===== src/timer8_pkg.sv =====
// Shared constants and types for the 8-bit compare and waveform timer
package timer8_pkg;

	// Register offsets on the plain register port
	localparam int          ADDR_W    = 3;
	localparam logic [2:0]  CTRL_OFS  = 3'h0;
	localparam logic [2:0]  COUNT_OFS = 3'h1;
	localparam logic [2:0]  CMP_OFS   = 3'h2;
	localparam logic [2:0]  FLAG_OFS  = 3'h3;
	localparam logic [2:0]  PIN_OFS   = 3'h4;

	// Control register fields
	localparam int          WAVE_LSB  = 0;
	localparam int          ACT_LSB   = 2;
	localparam int          CS_LSB    = 4;
	localparam int          FORCE_BIT = 7;

	// Flag register fields
	localparam int          OVF_BIT   = 0;
	localparam int          CMPF_BIT  = 1;

	// Pin register fields
	localparam int          STATE_BIT = 0;
	localparam int          DIR_BIT   = 1;
	localparam int          PORT_BIT  = 2;

	// Count values and reset values
	localparam logic [7:0]  COUNT_MAX    = 8'hff;
	localparam logic [7:0]  COUNT_BOTTOM = 8'h00;
	localparam logic [7:0]  RESET_BYTE   = 8'h00;
	localparam logic [7:0]  READ_ZERO    = 8'h00;

	// Prescaler: divider width and tap masks
	localparam int          PRE_W    = 10;
	localparam logic [9:0]  PRE_ZERO = 10'h000;
	localparam logic [9:0]  PRE_ONE  = 10'h001;
	localparam logic [9:0]  MASK_8   = 10'h007;
	localparam logic [9:0]  MASK_64  = 10'h03f;
	localparam logic [9:0]  MASK_256 = 10'h0ff;
	localparam logic [9:0]  MASK_1K  = 10'h3ff;

	typedef enum logic [1:0] {
		wave_normal,
		wave_phase,
		wave_ctc,
		wave_fast
	} wave_e;

	typedef enum logic [1:0] {
		act_none,
		act_toggle,
		act_clear,
		act_set
	} act_e;

	typedef enum logic [2:0] {
		cs_stop,
		cs_div1,
		cs_div8,
		cs_div64,
		cs_div256,
		cs_div1024,
		cs_rsv6,
		cs_rsv7
	} cs_e;

endpackage : timer8_pkg


===== src/tick_if.sv =====
// Timer clock enable link between the timer core and its prescaler
`timescale 1ns/1ns
interface tick_if;
	timer8_pkg::cs_e clk_sel;
	logic            tick;

	modport core
	(
		output clk_sel,
		input  tick
	);

	modport pre
	(
		input  clk_sel,
		output tick
	);
endinterface : tick_if


===== src/timer8_prescaler.sv =====
// Prescaler making the one-cycle timer clock enable
`timescale 1ns/1ns
module timer8_prescaler
(
	input  wire logic core_clk,
	input  wire logic resetn,
	tick_if.pre       tk
);

	typedef struct packed {
		logic [9:0] pre;
		logic       tick;
	} pre_s;

	pre_s r;
	pre_s r_nxt;

	function automatic logic tap(input logic [9:0] cnt,
	                             input logic [9:0] mask);
		tap = (cnt & mask) == mask;
	endfunction : tap

	// Divider runs free; the tap ratio selects 1, 8, 64, 256 or 1024
	always_comb
	begin
		r_nxt     = r;
		r_nxt.pre = r.pre + timer8_pkg::PRE_ONE;
		unique case (tk.clk_sel)
			timer8_pkg::cs_div1:    r_nxt.tick = 1'b1;
			timer8_pkg::cs_div8:    r_nxt.tick = tap(r.pre, timer8_pkg::MASK_8);
			timer8_pkg::cs_div64:   r_nxt.tick = tap(r.pre, timer8_pkg::MASK_64);
			timer8_pkg::cs_div256:  r_nxt.tick = tap(r.pre, timer8_pkg::MASK_256);
			timer8_pkg::cs_div1024: r_nxt.tick = tap(r.pre, timer8_pkg::MASK_1K);
			default:                r_nxt.tick = 1'b0;
		endcase
	end

	always_ff @(posedge core_clk or negedge resetn)
	begin
		if (!resetn)
		begin
			r.pre  <= timer8_pkg::PRE_ZERO;
			r.tick <= 1'b0;
		end
		else
		begin
			r <= r_nxt;
		end
	end

	assign tk.tick = r.tick;

endmodule : timer8_prescaler


===== src/timer8_wavegen.sv =====
// 8-bit timer with compare match, waveform output and pin override
//
// Operation
// - Reset clears compare output state to zero
// - Nonzero action select drives pin from state
// - Override ignores waveform mode
// - Software may preset state before enabling pin
// - Action zero leaves state unchanged on match
// - New action at next match; force applies now
// - Mode sets counting; action sets output only
// - Mode 0 counts up, wraps ff to 00
// - Normal mode overflow flag set at zero
// - Count writable any time in normal mode
// - Mode 2 clears after count equals compare
// - Compare below count waits for wrap
// - Compare flag set at each match
// - Action 1 toggles on every match
// - Prescale 1, 8, 64, 256, 1024
// - Mode 2 overflow set passing max to zero
// - Mode 3 counts 0 to max, 256 ticks
// - Fast PWM: 2 clear-match set-bottom, 3 reverse
// - Fast PWM overflow set at max
// - Compare 0 spike, compare max constant level
// - Fast PWM toggle gives square, buffered compare
// - Match sets flag; write-one or ack clears
// - Count write blocks match next timer tick
// - Force updates state outside PWM modes, no flag, no clear
// - PWM compare buffered to top, else immediate
//
// The address-and-strobe port and the register addresses were decided locally.
`timescale 1ns/1ns
module timer8_wavegen
(
	input  wire logic       core_clk,
	input  wire logic       resetn,
	input  wire logic [2:0] addr,
	input  wire logic [7:0] wdata,
	input  wire logic       wr,
	input  wire logic       rd,
	output logic      [7:0] rdata,
	input  wire logic       ovf_ack,
	input  wire logic       cmp_ack,
	output logic            ovf_flag,
	output logic            cmp_flag,
	output logic            pin_out,
	output logic            pin_oe
);

	typedef struct packed {
		logic [7:0]           count;
		logic [7:0]           cmp_buf;
		logic [7:0]           cmp_act;
		timer8_pkg::wave_e    wave;
		timer8_pkg::act_e     act;
		timer8_pkg::cs_e      cs;
		logic                 ovf;
		logic                 cmpf;
		logic                 state;
		logic                 dir;
		logic                 port;
		logic                 block;
		logic [7:0]           rdata;
		logic                 pin_out;
		logic                 pin_oe;
	} tmr_s;

	tmr_s r;
	tmr_s r_nxt;

	tick_if tk ();

	timer8_prescaler u_pre
	(
		.core_clk (core_clk),
		.resetn   (resetn),
		.tk       (tk)
	);

	assign tk.clk_sel = r.cs;

	// New output state for one match under a given action
	function automatic logic apply_act(input timer8_pkg::act_e a,
	                                   input logic             s);
		unique case (a)
			timer8_pkg::act_none:   apply_act = s;
			timer8_pkg::act_toggle: apply_act = ~s;
			timer8_pkg::act_clear:  apply_act = 1'b0;
			timer8_pkg::act_set:    apply_act = 1'b1;
		endcase
	endfunction : apply_act

	function automatic logic is_pwm(input timer8_pkg::wave_e w);
		is_pwm = (w == timer8_pkg::wave_fast) ||
		         (w == timer8_pkg::wave_phase);
	endfunction : is_pwm

	logic              tick;
	logic              top;
	logic              match;
	timer8_pkg::wave_e wr_wave;
	timer8_pkg::act_e  wr_act;

	assign tick    = tk.tick;
	assign top     = r.count == timer8_pkg::COUNT_MAX;
	assign wr_wave = timer8_pkg::wave_e'(wdata[timer8_pkg::WAVE_LSB +: 2]);
	assign wr_act  = timer8_pkg::act_e'(wdata[timer8_pkg::ACT_LSB +: 2]);
	// Blocked for one tick after a count write
	assign match   = tick && !r.block && (r.count == r.cmp_act);

	always_comb
	begin
		r_nxt       = r;
		r_nxt.rdata = timer8_pkg::READ_ZERO;

		// Clears first so a same-cycle hardware set wins
		if (wr && addr == timer8_pkg::FLAG_OFS)
		begin
			if (wdata[timer8_pkg::OVF_BIT])
				r_nxt.ovf = 1'b0;
			if (wdata[timer8_pkg::CMPF_BIT])
				r_nxt.cmpf = 1'b0;
		end
		if (ovf_ack)
			r_nxt.ovf = 1'b0;
		if (cmp_ack)
			r_nxt.cmpf = 1'b0;

		if (tick)
		begin
			r_nxt.block = 1'b0;
			// Sequence depends on the mode field and the compare match, not on the action
			if (r.wave == timer8_pkg::wave_ctc && match)
				r_nxt.count = timer8_pkg::COUNT_BOTTOM;
			else
				r_nxt.count = r.count + 8'h01;
			if (top)
				r_nxt.ovf = 1'b1;
			if (match)
				r_nxt.cmpf = 1'b1;
			if (is_pwm(r.wave) && top)
				r_nxt.cmp_act = r.cmp_buf;

			if (r.wave == timer8_pkg::wave_fast)
			begin
				if (r.act == timer8_pkg::act_toggle)
				begin
					if (match)
						r_nxt.state = ~r.state;
				end
				else if (r.act != timer8_pkg::act_none)
				begin
					// Bottom wins over a max compare: constant level
					if (top)
						r_nxt.state = r.act == timer8_pkg::act_clear;
					else if (match)
						r_nxt.state = r.act == timer8_pkg::act_set;
				end
			end
			else if (match)
			begin
				// Action zero keeps the state
				r_nxt.state = apply_act(r.act, r.state);
			end
		end

		if (wr)
		begin
			unique case (addr)
				timer8_pkg::CTRL_OFS:
				begin
					r_nxt.wave = wr_wave;
					r_nxt.act  = wr_act;
					r_nxt.cs   = timer8_pkg::cs_e'(wdata[timer8_pkg::CS_LSB +: 3]);
					if (!is_pwm(wr_wave))
						r_nxt.cmp_act = r.cmp_buf;
					// Forced match: output only, counter and flag untouched
					if (wdata[timer8_pkg::FORCE_BIT] && !is_pwm(wr_wave))
						r_nxt.state = apply_act(wr_act, r.state);
				end
				timer8_pkg::COUNT_OFS:
				begin
					r_nxt.count = wdata;
					r_nxt.block = 1'b1;
				end
				timer8_pkg::CMP_OFS:
				begin
					r_nxt.cmp_buf = wdata;
					if (!is_pwm(r.wave))
						r_nxt.cmp_act = wdata;
				end
				timer8_pkg::PIN_OFS:
				begin
					r_nxt.state = wdata[timer8_pkg::STATE_BIT];
					r_nxt.dir   = wdata[timer8_pkg::DIR_BIT];
					r_nxt.port  = wdata[timer8_pkg::PORT_BIT];
				end
				default:
				begin
				end
			endcase
		end

		if (rd)
		begin
			unique case (addr)
				timer8_pkg::CTRL_OFS:
				begin
					r_nxt.rdata[timer8_pkg::WAVE_LSB +: 2] = r.wave;
					r_nxt.rdata[timer8_pkg::ACT_LSB +: 2]  = r.act;
					r_nxt.rdata[timer8_pkg::CS_LSB +: 3]   = r.cs;
				end
				timer8_pkg::COUNT_OFS:
					r_nxt.rdata = r.count;
				timer8_pkg::CMP_OFS:
					r_nxt.rdata = r.cmp_buf;
				timer8_pkg::FLAG_OFS:
				begin
					r_nxt.rdata[timer8_pkg::OVF_BIT]  = r.ovf;
					r_nxt.rdata[timer8_pkg::CMPF_BIT] = r.cmpf;
				end
				timer8_pkg::PIN_OFS:
				begin
					r_nxt.rdata[timer8_pkg::STATE_BIT] = r.state;
					r_nxt.rdata[timer8_pkg::DIR_BIT]   = r.dir;
					r_nxt.rdata[timer8_pkg::PORT_BIT]  = r.port;
				end
				default:
					r_nxt.rdata = timer8_pkg::READ_ZERO;
			endcase
		end

		// Override from action field alone; direction bit still gates
		if (r_nxt.act != timer8_pkg::act_none)
			r_nxt.pin_out = r_nxt.state;
		else
			r_nxt.pin_out = r_nxt.port;
		r_nxt.pin_oe = r_nxt.dir;
	end

	always_ff @(posedge core_clk or negedge resetn)
	begin
		if (!resetn)
		begin
			r.count   <= timer8_pkg::RESET_BYTE;
			r.cmp_buf <= timer8_pkg::RESET_BYTE;
			r.cmp_act <= timer8_pkg::RESET_BYTE;
			r.wave    <= timer8_pkg::wave_normal;
			r.act     <= timer8_pkg::act_none;
			r.cs      <= timer8_pkg::cs_stop;
			r.ovf     <= 1'b0;
			r.cmpf    <= 1'b0;
			r.state   <= 1'b0;
			r.dir     <= 1'b0;
			r.port    <= 1'b0;
			r.block   <= 1'b0;
			r.rdata   <= timer8_pkg::READ_ZERO;
			r.pin_out <= 1'b0;
			r.pin_oe  <= 1'b0;
		end
		else
		begin
			r <= r_nxt;
		end
	end

	assign rdata    = r.rdata;
	assign ovf_flag = r.ovf;
	assign cmp_flag = r.cmpf;
	assign pin_out  = r.pin_out;
	assign pin_oe   = r.pin_oe;

endmodule : timer8_wavegen


===== config.mk =====
export PLATFORM = sky130hd
export DESIGN_NAME = timer8_wavegen
export DESIGN_NICKNAME = d
export VERILOG_FILES = /design/src/timer8_pkg.sv /design/src/tick_if.sv /design/src/timer8_prescaler.sv /design/src/timer8_wavegen.sv
export SDC_FILE = /design/constraint.sdc
export NUM_CORES = 1
export LEC_CHECK = 0
export BUFFER_PORTS_ARGS = -buffer_cell sky130_fd_sc_hd__buf_2
export CORE_ASPECT_RATIO = 0.75
export CORE_MARGIN = 5
export CORE_UTILIZATION = 50
export DETAILED_ROUTE_END_ITERATION = 7
export GPL_ROUTABILITY_DRIVEN = 0
export PLACE_DENSITY = 0.78
export SLEW_MARGIN = 20
export SYNTH_ARGS = -nofsm -noshare
export SYNTH_HDL_FRONTEND = slang
export SYNTH_HIERARCHICAL = 1
export SYNTH_SLANG_ARGS = --single-unit
export TNS_END_PERCENT = 1

===== constraint.sdc =====
create_clock -name core_clk -period 2.66 [get_ports core_clk]
set_input_delay 0.399 -clock core_clk [delete_from_list [all_inputs] [get_ports core_clk]]
set_output_delay 0.399 -clock core_clk [all_outputs]
set_load 0.03 [all_outputs]

## Word level (Yosys, flattened, before mapping)

Index checks and enable logic that the tools add are counted.

- Reduce and logical (&&, ||, !) cells: 18
- Multiply operators: 0
- Eq/ne operators: 26
- Shift-type cells: 0
- Add/subtract/negate cells: 2
- Muxes and demuxes: 41
- Bitwise logic cells: 1
- Order comparisons: 0
- Divide/modulo/power cells: 0

Operators with widths:

| operator | count |
|---|---|
| 2-to-1 mux 8 bit | 9 |
| 2-to-1 mux 31 bit | 1 |
| 2-to-1 mux 1 bit | 17 |
| equality test 8 bit (second input constant) | 2 |
| one-hot mux 8 bit (2 select lines) | 1 |
| equality test 2 bit (second input constant) | 7 |
| equality test 3 x 2 -> 1 bit (second input constant) | 4 |
| equality test 3 bit (second input constant) | 4 |
| one-hot mux 1 bit (4 select lines) | 3 |
| one-hot mux 4 bit (3 select lines) | 1 |
| adder 10 x 1 -> 10 bit (second input constant) | 1 |
| equality test 10 bit (second input constant) | 1 |
| one-hot mux 2 bit (5 select lines) | 1 |
| adder 8 x 1 -> 8 bit (second input constant) | 1 |
| equality test 2 x 1 -> 1 bit (second input constant) | 4 |
| equality test 8 bit | 1 |
| 2-to-1 mux 7 bit | 1 |
| equality test 3 x 1 -> 1 bit (second input constant) | 2 |
| equality test 6 bit (second input constant) | 1 |
| logical AND 1 bit | 6 |
| AND reduction 2 bit | 3 |
| one-hot mux 1 bit (5 select lines) | 1 |
| zero test 2 bit | 2 |
| 2-to-1 mux 2 bit | 2 |
| other kinds (8) | 12 |

- RAM bits: 0
- Input port bits: 17
- Memories: 0
- Output and inout bits: 12
- Bits in read-only memories: 0
- Latch bits: 0
- Bits in registers: 57
- Logic and storage cells: 104

## Longest topological paths before layout

Gate-level depths: netlist of run 1.

- Word-level depth: 13
- Depth in mapped cells: 8
- Mapped depth without buffers: 7

## Modules after synthesis

Netlist of run 1, hierarchy kept.

By module, submodules not included:

| module | area an instance (sq um) | instances | seq. area each (sq um) | cells each |
|---|---|---|---|---|
| timer8_wavegen | 2652.5 | 1 | 1151.1 | 260 |
| timer8_prescaler | 490.5 | 1 | 275.3 | 40 |

## Least setup slack after synthesis of run 1

No wires, ideal clock.

- Kind: in2reg
- Start: in addr[0]
- End: reg pin_out (netlist name)
- Required time: 2.537 ns
- Stages: 7
- Setup time: 0.123 ns
- Path buffers: 1
- Setup slack: 0.714 ns
- Arrival: 1.823 ns
- Cell sequence: buf_2 > nor4b_4 > mux2i_1 > nand2_1 > a31o_2 > a211oi_2 > nor3_2

RTL lines:

| what | RTL line | RTL |
|---|---|---|
| start: declaration | timer8_wavegen.sv:36 | `input wire logic [2:0] addr,` |

==> flow_metrics.py, run 1 <==
metrics = {
    "yosys": {
        "synth_cell_types": 53,
        "synth_largest_area_cell": "dfrtp_1",
        "syn_area_per_cell_um2": 10.48,
        "synth_fp_nets": 320,
        "synthFlopType": "dfrtp_1",
        "async_flop_share_pct": 100.0,
        "syn_inst": 300,
        "synth_area_leaders": "dfrtp_1, mux2_2, mux2i_1",
        "synth_top_cell_area_share_pct": 45.38,
        "ys_seq_elements": 57,
        "seq_area_frac_synth_pct": 45.38,
        "ys_warn_count": 6,
        "synth_edf_count": 0,
        "mappedNetlistArea_um2": 3143,
    },
    "sta": {
        "hold_violations": 0,
        "slew_viol_final": 0,
        "fmax_mhz": 464.2,
        "rsz0062_at_grt": "false",
        "fin_crit_sh_pct": 80.99,
        "setup_ws_ns": 0.5057,
        "finalSetupViolCount": 0,
        "slew_headroom_pct": 44.87,
        "tns_ns": 0,
        "period_needed_ns": 2.154,
        "clock_skew_ns": 0.006927,
        "tightest_slew_ns": 0.8247,
    },
    "floorplanning": {
        "die_area_um2": 7988,
        "chipWidth_um": 101.6,
        "die_y_um": 78.66,
        "rows": 25,
        "io_pins": 29,
        "coreArea_um2": 6193,
        "start_util_pct": 50.75,
    },
    "global_route": {
        "antenna_found_initial": 0,
        "grt_pass1_vias": 2416,
        "grt_pass1_wl_um": 12560,
        "grt_usage_pct": 20.49,
        "grt_max_degree": 46,
        "grt-ovfl-total": 0,
    },
    "setup_path": {
        "cp_max_fo": 8,
        "reg2reg_slack_ns": 0.51,
        "crit_type": "reg2reg",
        "worstPathRequired_ns": 2.87,
        "cp.arrival_ns": 2.36,
        "cp-end-kind": "flop",
        "startpoint_type": "flop",
    },
    "clock_network": {
        "cts_hold_buf": 0,
        "cts_resized": 0,
        "root_buffer": "clkbuf_8",
        "cts_tree": "built",
        "insertion_delay_ns": 0.34,
        "post_cts_buffers": 0,
        "htreeDepth": 3,
        "clockBufferDepth": 2,
        "clkTransAtPathRegs_ns": 0.07,
        "numClockSinks": 57,
        "cts_buffers": 9,
    },
    "power_and_ir_drop": {
        "ir_drop_mv": 0.2373,
        "pwr-share-comb_pct": 25.2,
        "pwr-share-seq_pct": 47.5,
        "power_density_nw_per_um2": 763.9,
        "p_int_mw": 1.721,
        "p_leak_nw": 1.556,
        "swShare_pct": 35.22,
        "p_sw_uw": 935.8,
        "clkPwrFrac_pct": 27.2,
    },
    "final_layout": {
        "synthToLayoutAreaGrowth_pct": 10.67,
        "fill_cells": 533,
        "final_common_cell": "dfrtp_1",
        "ff_latch_area_um2": 1426,
        "multiInputGateArea_um2": 1570,
        "nNetsFinal": 342,
        "diodes": 0,
        "post-route-util_pct": 56.16,
        "layout_common_cells": "dfrtp_1, buf_2, nand2_1",
        "drive_gt1_share_pct": 23.85,
    },
    "place": {
        "io_buffers": 28,
        "place_ws_ns": 0.5717,
        "dp_hpwl_um": 5104,
    },
    "routing": {
        "dr.first_iter.drc_count": 209,
        "wl_per_cell_um": 18.17,
        "ant_nets": 0,
        "vias": 2385,
        "drc": 0,
        "first_pass_iters": 4,
        "vias_per_cell": 5.846,
        "wirelength_um": 7415,
    },
    "outcome": {
        "status": "complete, no violations",
    },
    "flow_run": {
        "maxCapViolCount": 0,
    },
    "hold_path": {
        "worstHoldPathType": "in2async",
    },
}
[flip-flops by register name (all words and copies together), names as in the netlist]
register,count
rdata,8
pin_oe,1
pin_out,1
u_pre/tk.tick,1
u_pre/r,10
r,31
ovf_flag,1
cmp_flag,1
tk.clk_sel,3
[metal layers]
metal / track usage, % / routed length, um / share of wire (%)
met5: 0 / 0 / 0
met4: 7.835 / 142 / 1.9
met3: 5.950 / 577 / 7.8
met2: 29.11 / 3371 / 45
met1: 29.32 / 3323 / 45
[power groups by stage]
| stage | clock network (mW) | logic [mW] | registers, mW |
|---|---|---|---|
| 2_1_floorplan | 0 | 0.583 | 1.17 |
| 3_3_place_gp | 0 | 0.647 | 1.26 |
| 3_5_place_dp | 0 | 0.664 | 1.27 |
| 4_1_cts | 0.741 | 0.670 | 1.26 |
| 5_1_grt | 0.783 | 0.747 | 1.29 |
| 6_report | 0.723 | 0.671 | 1.26 |
[area by class of cell]
class / count / area share [%]
Clock buffer: 13 / 4.568
Clock inverter: 3 / 0.4317
Inverter: 5 / 0.5396
Multi-Input combinational cell: 215 / 45.14
Sequential cell: 57 / 41.01
Tap cell: 81 / 2.914
Timing Repair Buffer: 34 / 5.396
[path summary, 6_finish.rpt]
path / cells past startpoint / start / to
setup / recovery: 6 / r[40] / r[24]
hold / removal: 1 / resetn / u_pre/r[8]
setup reg to reg: 6 / r[40] / r[24]
hold reg to reg: 1 / u_pre/r[6] / u_pre/r[6]
max in group asynchronous: 2 / resetn / r[23]
min in group core_clk: 3 / wdata[6] / r[45]
[Yosys cell counts (3+ instances only)]
master / number
inv_1: 5
buf_2: 3
mux2i_1: 18
nor2b_1: 6
nand4_1: 8
mux2_2: 17
o22ai_1: 10
nand3_1: 9
nand3b_1: 3
clkbuf_1: 10
o31ai_1: 6
buf_4: 8
and3_1: 8
nand2_1: 24
ha_1: 3
a22oi_1: 8
a21oi_1: 6
nor4_1: 3
xnor2_1: 17
dfrtp_1: 57
nor2_1: 22
o21ai_0: 5
nand2b_1: 4
xor2_1: 5
[metrics by stage]
| stage | instances | total power, mW | area [um2] | hold slack, ns |
|---|---|---|---|---|
| finish | 408 | 2.657 | 3478 | 0.05250 |
| global route | 408 | 2.820 | 3478 | 0.08938 |
| CTS | 408 | 2.667 | 3476 | 0.2665 |
| detailed placement | 392 | 1.933 | 3302 | 0.4677 |
| global placement | 392 | 1.907 | 3302 | 0.4649 |
| floorplan | 300 | 1.757 | 3143 | 0.1034 |
[critical path, cell delays in order (launching register included)]
cell,delay [ns]
dfrtp_1,0.45
ha_1,0.26
nand3_1,0.09
nor2_1,0.31
nand3_1,0.48
mux2i_1,0.32
o22ai_1,0.11
[cells by family after synthesis]
family                   Yosys count  share of synthesized area [%]
AND/OR/NAND/NOR                  100                          17.83
flip-flops                        57                          45.38
AO/OA/AOI/OAI                     54                          12.26
multiplexers                      36                          12.54
buffers and inverters             28                          4.658
XOR/XNOR                          22                          6.130
adder cells (fa/ha/maj)            3                          1.194
Power figures use the tool's default switching activity.
==> inputs of run 2 (changes only) <==
--- a/config.mk
+++ b/config.mk
@@ -11,7 +11,7 @@
 export CORE_UTILIZATION = 50
 export DETAILED_ROUTE_END_ITERATION = 7
 export GPL_ROUTABILITY_DRIVEN = 0
-export PLACE_DENSITY = 0.78
+export PLACE_DENSITY = 0.81
 export SLEW_MARGIN = 20
 export SYNTH_ARGS = -nofsm -noshare
 export SYNTH_HDL_FRONTEND = slang
==> constraint.sdc (replaced) <==
create_clock -name core_clk -period 1.94 [get_ports core_clk]
set_input_delay 0.291 -clock core_clk [delete_from_list [all_inputs] [get_ports core_clk]]
set_output_delay 0.291 -clock core_clk [all_outputs]
set_load 0.03 [all_outputs]
==> run 2 against run 1 <==
- non-clock buffer count up 15
- power up 43%
- cell count up 3.7%
- setup slack worse by 0.45 ns
- register-to-register slack worse by 0.45 ns
- via count up 5.5%
- critical path depth unchanged
- worst hold slack better by 0.18 ns
- sequential share of layout area down 1.8 points
- fmax up 15%
- sequential power up 35%
- critical path type unchanged
==> flow_metrics.py, run 2 (synthesized netlist as in run 1, its figures left out) <==
metrics = {
    "place": {
        "dp_hpwl_um": 5287,
        "dp_cells": 405,
        "io_buffers": 28,
    },
    "setup_path": {
        "slowest_delay_ns": 0.59,
        "r2r-start": "r[42]",
        "crit_chain": "xnor2_1 -> nand3_2 -> or4_4 -> nand3_2 -> a211oi_2 -> nor3_2",
        "path_common_cell": "nand3_2",
        "startpoint_type": "flop",
        "worstPathRequired_ns": 2.20,
        "cp.arrival_ns": 2.14,
        "cp-end-kind": "flop",
        "slowest_stage": "or4_4",
        "reg2reg_depth": 6,
        "cp_max_fo": 7,
        "reg2reg_slack_ns": 0.06,
        "timing.rr.end": "pin_out",
        "crit_type": "reg2reg",
    },
    "clock_network": {
        "cts_buffers": 9,
        "numClockSinks": 57,
        "htreeDepth": 3,
        "cts_tree": "built",
        "insertion_delay_ns": 0.34,
        "clkTransAtPathRegs_ns": 0.06,
        "root_buffer": "clkbuf_8",
        "clockBufferDepth": 2,
    },
    "flow_run": {
        "maxCapViolCount": 0,
    },
    "sta": {
        "tightest_slew_ns": 0.4708,
        "fin_crit_sh_pct": 96.96,
        "hold_violations": 0,
        "period_needed_ns": 1.881,
        "clock_skew_ns": 0.006654,
        "slew_headroom_pct": 68.21,
        "rsz0062_at_grt": "true",
        "finalSetupViolCount": 0,
        "slew_viol_final": 0,
        "tns_ns": 0,
        "fmax_mhz": 531.6,
    },
    "final_layout": {
        "regMostFlops": "r",
        "synthToLayoutAreaGrowth_pct": 15.92,
        "multiInputGateArea_um2": 1609,
        "fill_cells": 501,
        "diodes": 0,
        "ff_latch_area_um2": 1428,
        "largest_register_ffs": 31,
        "nNetsFinal": 357,
        "final_common_cell": "dfrtp_1",
        "drive_gt1_share_pct": 28.95,
        "post-route-util_pct": 58.83,
        "layout_common_cells": "dfrtp_1, buf_2, nand2_1",
        "reg_top3": "r (31), u_pre/r (10), rdata (8)",
        "finalNonFillerCells": 423,
    },
    "hold_path": {
        "worstHoldPathType": "in2reg",
        "holdPathStages": 2,
        "min-delay-start": "rd",
        "whs_endpoint": "rdata[1]",
    },
    "global_route": {
        "grt_pass1_wl_um": 12450,
        "grt_usage_pct": 20.45,
        "antenna_found_initial": 0,
        "grt_pass1_vias": 2430,
        "grt-ovfl-total": 0,
        "grt_max_degree": 58,
    },
    "outcome": {
        "status": "complete, no violations",
    },
    "floorplanning": {
        "die_y_um": 78.66,
        "chipWidth_um": 101.6,
        "start_util_pct": 50.75,
        "rows": 25,
        "io_pins": 29,
        "coreArea_um2": 6193,
        "die_area_um2": 7988,
    },
    "power_and_ir_drop": {
        "power_density_nw_per_um2": 1041,
        "p_leak_nw": 1.645,
        "ir_drop_mv": 0.3879,
    },
    "routing": {
        "dr.first_iter.drc_count": 350,
        "wirelength_um": 7699,
        "wl_per_cell_um": 18.20,
        "first_pass_iters": 5,
        "drc": 0,
        "ant_nets": 0,
        "vias_per_cell": 5.946,
        "vias": 2515,
    },
}
run 2: per-layer routing:
metal	global-route usage (%)	up-vias	routed length, um
met1	28.33	1237	3376
met3	5.417	8	606
met5	0	-	0
met2	29.37	112	3624
met4	10.23	0	92
li1	-	1158	-
run 2: worst max-delay path: cells and delay by family (launching register included):
family | cells | cell delay (ns)
compound gates | 1 | 0.05
xor+xnor | 1 | 0.22
flops | 1 | 0.46
simple gates | 4 | 1.06
run 2: repair_timing:
action	in CTS	in global routing
setup buffers	0	1
endpoints found under the hold margin	57	0
hold buffers	1	0
resized for setup	3	5
setup endpoints to repair	1	6
pin swaps	0	3
run 2: worst max-delay path by stage:
| stage | from | to | slack [ns] | cells past startpoint |
|---|---|---|---|---|
| after floorplan | r[41] | pin_out | 0.08 | 8 |
| after global placement | r[40] | pin_out | 0.1 | 6 |
| after detailed placement | r[40] | pin_out | 0.01 | 6 |
| after CTS | r[42] | pin_out | 0.0003 | 6 |
| after global routing | r[42] | pin_out | -0.06 | 6 |
| final | r[42] | pin_out | 0.06 | 6 |
run 2: final cells by class:
cell class | instances | share of cell area (%)
flip-flops and latches | 57 | 39.18
well taps | 81 | 2.782
multi-input cells | 215 | 44.16
inverters | 5 | 0.5151
clock inverters | 3 | 0.4121
repair buffers | 49 | 8.585
clock buffers | 13 | 4.361
run 2: power by group:
part	total, mW	switching, mW	internal (mW)	leakage (nW)
Combinational	1.11	0.606	0.507	0.833
Clock	0.983	0.457	0.527	0.0932
Sequential	1.70	0.286	1.41	0.719
run 2: metrics by stage:
stage	setup slack [ns]	hold slack (ns)	cell area, um2	total power [mW]
after floorplan	0.07613	-0.004591	3143	2.409
after global routing	-0.06231	0.2274	3643	4.005
after detailed placement	0.01212	0.3136	3412	2.712
final	0.05904	0.2276	3643	3.793
after CTS	0.0002751	0.2061	3613	3.727
after global placement	0.09993	0.3087	3412	2.669
==> inputs of run 3 (changes only) <==
--- a/config.mk
+++ b/config.mk
@@ -9,6 +9,7 @@
 export CORE_ASPECT_RATIO = 0.75
 export CORE_MARGIN = 5
 export CORE_UTILIZATION = 50
+export CTS_BUF_LIST = sky130_fd_sc_hd__clkbuf_4 sky130_fd_sc_hd__clkbuf_8 sky130_fd_sc_hd__clkbuf_16
 export DETAILED_ROUTE_END_ITERATION = 7
 export GPL_ROUTABILITY_DRIVEN = 0
 export PLACE_DENSITY = 0.81
==> run 3 against run 2 <==
- the run now ends with setup timing left
- final area is 1.6% higher
- power increased by 3.3%
- die area unchanged
- cell count did not move
- sequential share of layout area decreased by 0.60 points
- global-route usage down 0.056 points
- clock skew is 0.00067 ns lower
- non-clock buffer count is the same
- worst hold slack improved by 0.0035 ns
- setup slack worse by 0.064 ns
- register-to-register slack worse by 0.06 ns
- clock-buffer cell count unchanged
==> flow_metrics.py, run 3 (synthesized netlist as in run 1, its figures left out) <==
metrics = {
    "outcome": {
        "status": "finished with violations",
        "violations": "setup timing",
    },
    "power_and_ir_drop": {
        "p_leak_nw": 1.683,
        "ir_drop_mv": 0.3839,
        "pwr-share-comb_pct": 30.5,
        "power_density_nw_per_um2": 1058,
        "p_sw_mw": 1.404,
        "clkPwrFrac_pct": 25.7,
        "pwr-share-seq_pct": 43.8,
        "swShare_pct": 35.83,
        "p_total_mw": 3.918,
        "p_int_mw": 2.514,
    },
    "final_layout": {
        "fill_cells": 479,
        "ff_latch_area_um2": 1429,
        "final_common_cell": "dfrtp_1",
        "nNetsFinal": 357,
        "regMostFlops": "r",
        "finalNonFillerCells": 423,
        "multiInputGateArea_um2": 1657,
        "design_area_um2": 3704,
        "diodes": 0,
        "reg_top3": "r (31), u_pre/r (10), rdata (8)",
        "largest_register_ffs": 31,
        "synthToLayoutAreaGrowth_pct": 17.83,
        "layout_common_cells": "dfrtp_1, buf_2, nand2_1",
        "drive_gt1_share_pct": 31.29,
    },
    "sta": {
        "clock_skew_ns": 0.005982,
        "whs_ns": 0.2310,
        "period_needed_ns": 1.945,
        "fin_crit_sh_pct": 100.3,
        "hold_violations": 0,
        "finalSetupViolCount": 1,
        "slew_viol_final": 0,
        "rsz0062_at_grt": "true",
        "tightest_slew_ns": 0.4994,
        "fmax_mhz": 514.1,
        "slew_headroom_pct": 66.28,
        "tns_ns": -0.005094,
        "setup_ws_ns": -0.005094,
    },
    "global_route": {
        "grt_usage_pct": 20.40,
        "grt_pass1_wl_um": 12460,
        "grt_max_degree": 58,
        "antenna_found_initial": 0,
        "grt-ovfl-total": 0,
        "grt_pass1_vias": 2430,
    },
    "place": {
        "dp_cells": 405,
        "dpl_cell_area_um2": 3412,
        "dp_hpwl_um": 5287,
        "io_buffers": 28,
    },
    "flow_run": {
        "maxCapViolCount": 0,
    },
    "setup_path": {
        "crit_cells": 7,
        "crit_chain": "xnor2_1 -> nand4_1 -> buf_6 -> nor3_4 -> mux2i_2 -> a211oi_2 -> nor3_2",
        "startpoint_type": "flop",
        "cp_max_fo": 6,
        "worstPathRequired_ns": 2.20,
        "slowest_delay_ns": 0.46,
        "crit_type": "reg2reg",
        "cp.arrival_ns": 2.20,
        "timing.rr.end": "pin_out",
        "crit_end": "pin_out",
        "r2r-start": "r[39]",
        "cp-end-kind": "flop",
        "reg2reg_slack_ns": -0.005,
        "cp_top_family": "simple AND/OR/NAND/NOR gates",
        "reg2reg_depth": 7,
        "path_buf_inv": 1,
        "slowest_stage": "dfrtp_1",
        "cp-startpoint": "r[39]",
    },
    "clock_network": {
        "cts_tree": "built",
        "insertion_delay_ns": 0.34,
        "clkTransAtPathRegs_ns": 0.06,
        "numClockSinks": 57,
        "root_buffer": "clkbuf_8",
        "htreeDepth": 3,
        "clockBufferDepth": 2,
        "cts_buffers": 9,
    },
    "routing": {
        "vias": 2609,
        "drc": 0,
        "first_pass_iters": 5,
        "dr.first_iter.drc_count": 373,
        "wirelength_um": 7965,
        "vias_per_cell": 6.168,
        "wl_per_cell_um": 18.83,
        "ant_nets": 0,
    },
    "floorplanning": {
        "io_pins": 29,
        "rows": 25,
        "chipWidth_um": 101.6,
        "die_area_um2": 7988,
        "die_y_um": 78.66,
        "start_util_pct": 50.75,
        "coreArea_um2": 6193,
    },
    "hold_path": {
        "min-delay-start": "rd",
        "worstHoldPathType": "in2reg",
    },
}
run 3: changes by cell type in the layout (fill, tap and decap cells not counted), moves of 2 or more:
| cell | before | now |
|---|---|---|
| xnor2_2 | 0 | 4 |
| xnor2_1 | 17 | 13 |
| clkbuf_4 | 0 | 2 |
| clkbuf_1 | 2 | 0 |
run 3: power groups by stage:
stage                     Sequential [mW]  Clock [mW]  Combinational (mW)
final                                1.72        1.01                1.20
after global routing                 1.73        1.09                1.30
after CTS                            1.67        1.03                1.06
after detailed placement             1.69           0                1.02
after global placement               1.68           0               0.989
after floorplan                      1.61           0               0.800
run 3: final cells by class:
| cell class | count | share of cell area (%) |
|---|---|---|
| Timing Repair Buffer | 49 | 8.547 |
| Clock buffer | 13 | 4.493 |
| Sequential cell | 57 | 38.58 |
| Clock inverter | 3 | 0.4054 |
| Inverter | 5 | 0.5068 |
| Multi-Input combinational cell | 215 | 44.73 |
| Tap cell | 81 | 2.736 |
run 3: timing repair:
action,4_1_cts,5_1_grt
hold buffers,1,0
resized for setup,4,13
pin swaps,0,3
hold endpoints to repair,57,0
setup buffers,0,1
setup endpoints to repair,1,10
run 3: how the worst min path moves through the flow:
stage / cells after the start / slack, ns / end
3_3_place_gp: 2 / 0.31 / u_pre/r[9]
3_5_place_dp: 2 / 0.31 / u_pre/r[8]
2_1_floorplan: 0 / -0.005 / cmp_flag
6_report: 2 / 0.23 / rdata[1]
4_1_cts: 2 / 0.21 / rdata[1]
5_1_grt: 2 / 0.23 / rdata[2]
run 3: metal layers:
| layer | vias up | routed length, um | global-route usage, % |
|---|---|---|---|
| li1 | 1160 | - | - |
| met1 | 1280 | 3421 | 28.95 |
| met2 | 151 | 3686 | 29.18 |
| met3 | 18 | 660 | 4.529 |
| met4 | 0 | 197 | 10.09 |
| met5 | - | 0 | 0 |
run 3: per-stage QoR:
step                utilization [%]  setup slack [ns]
finish                        59.80         -0.005094
global route                  59.80          -0.08978
CTS                           58.55          0.005178
detailed placement            55.09           0.01212
global placement              55.09           0.09993
floorplan                         -           0.07613
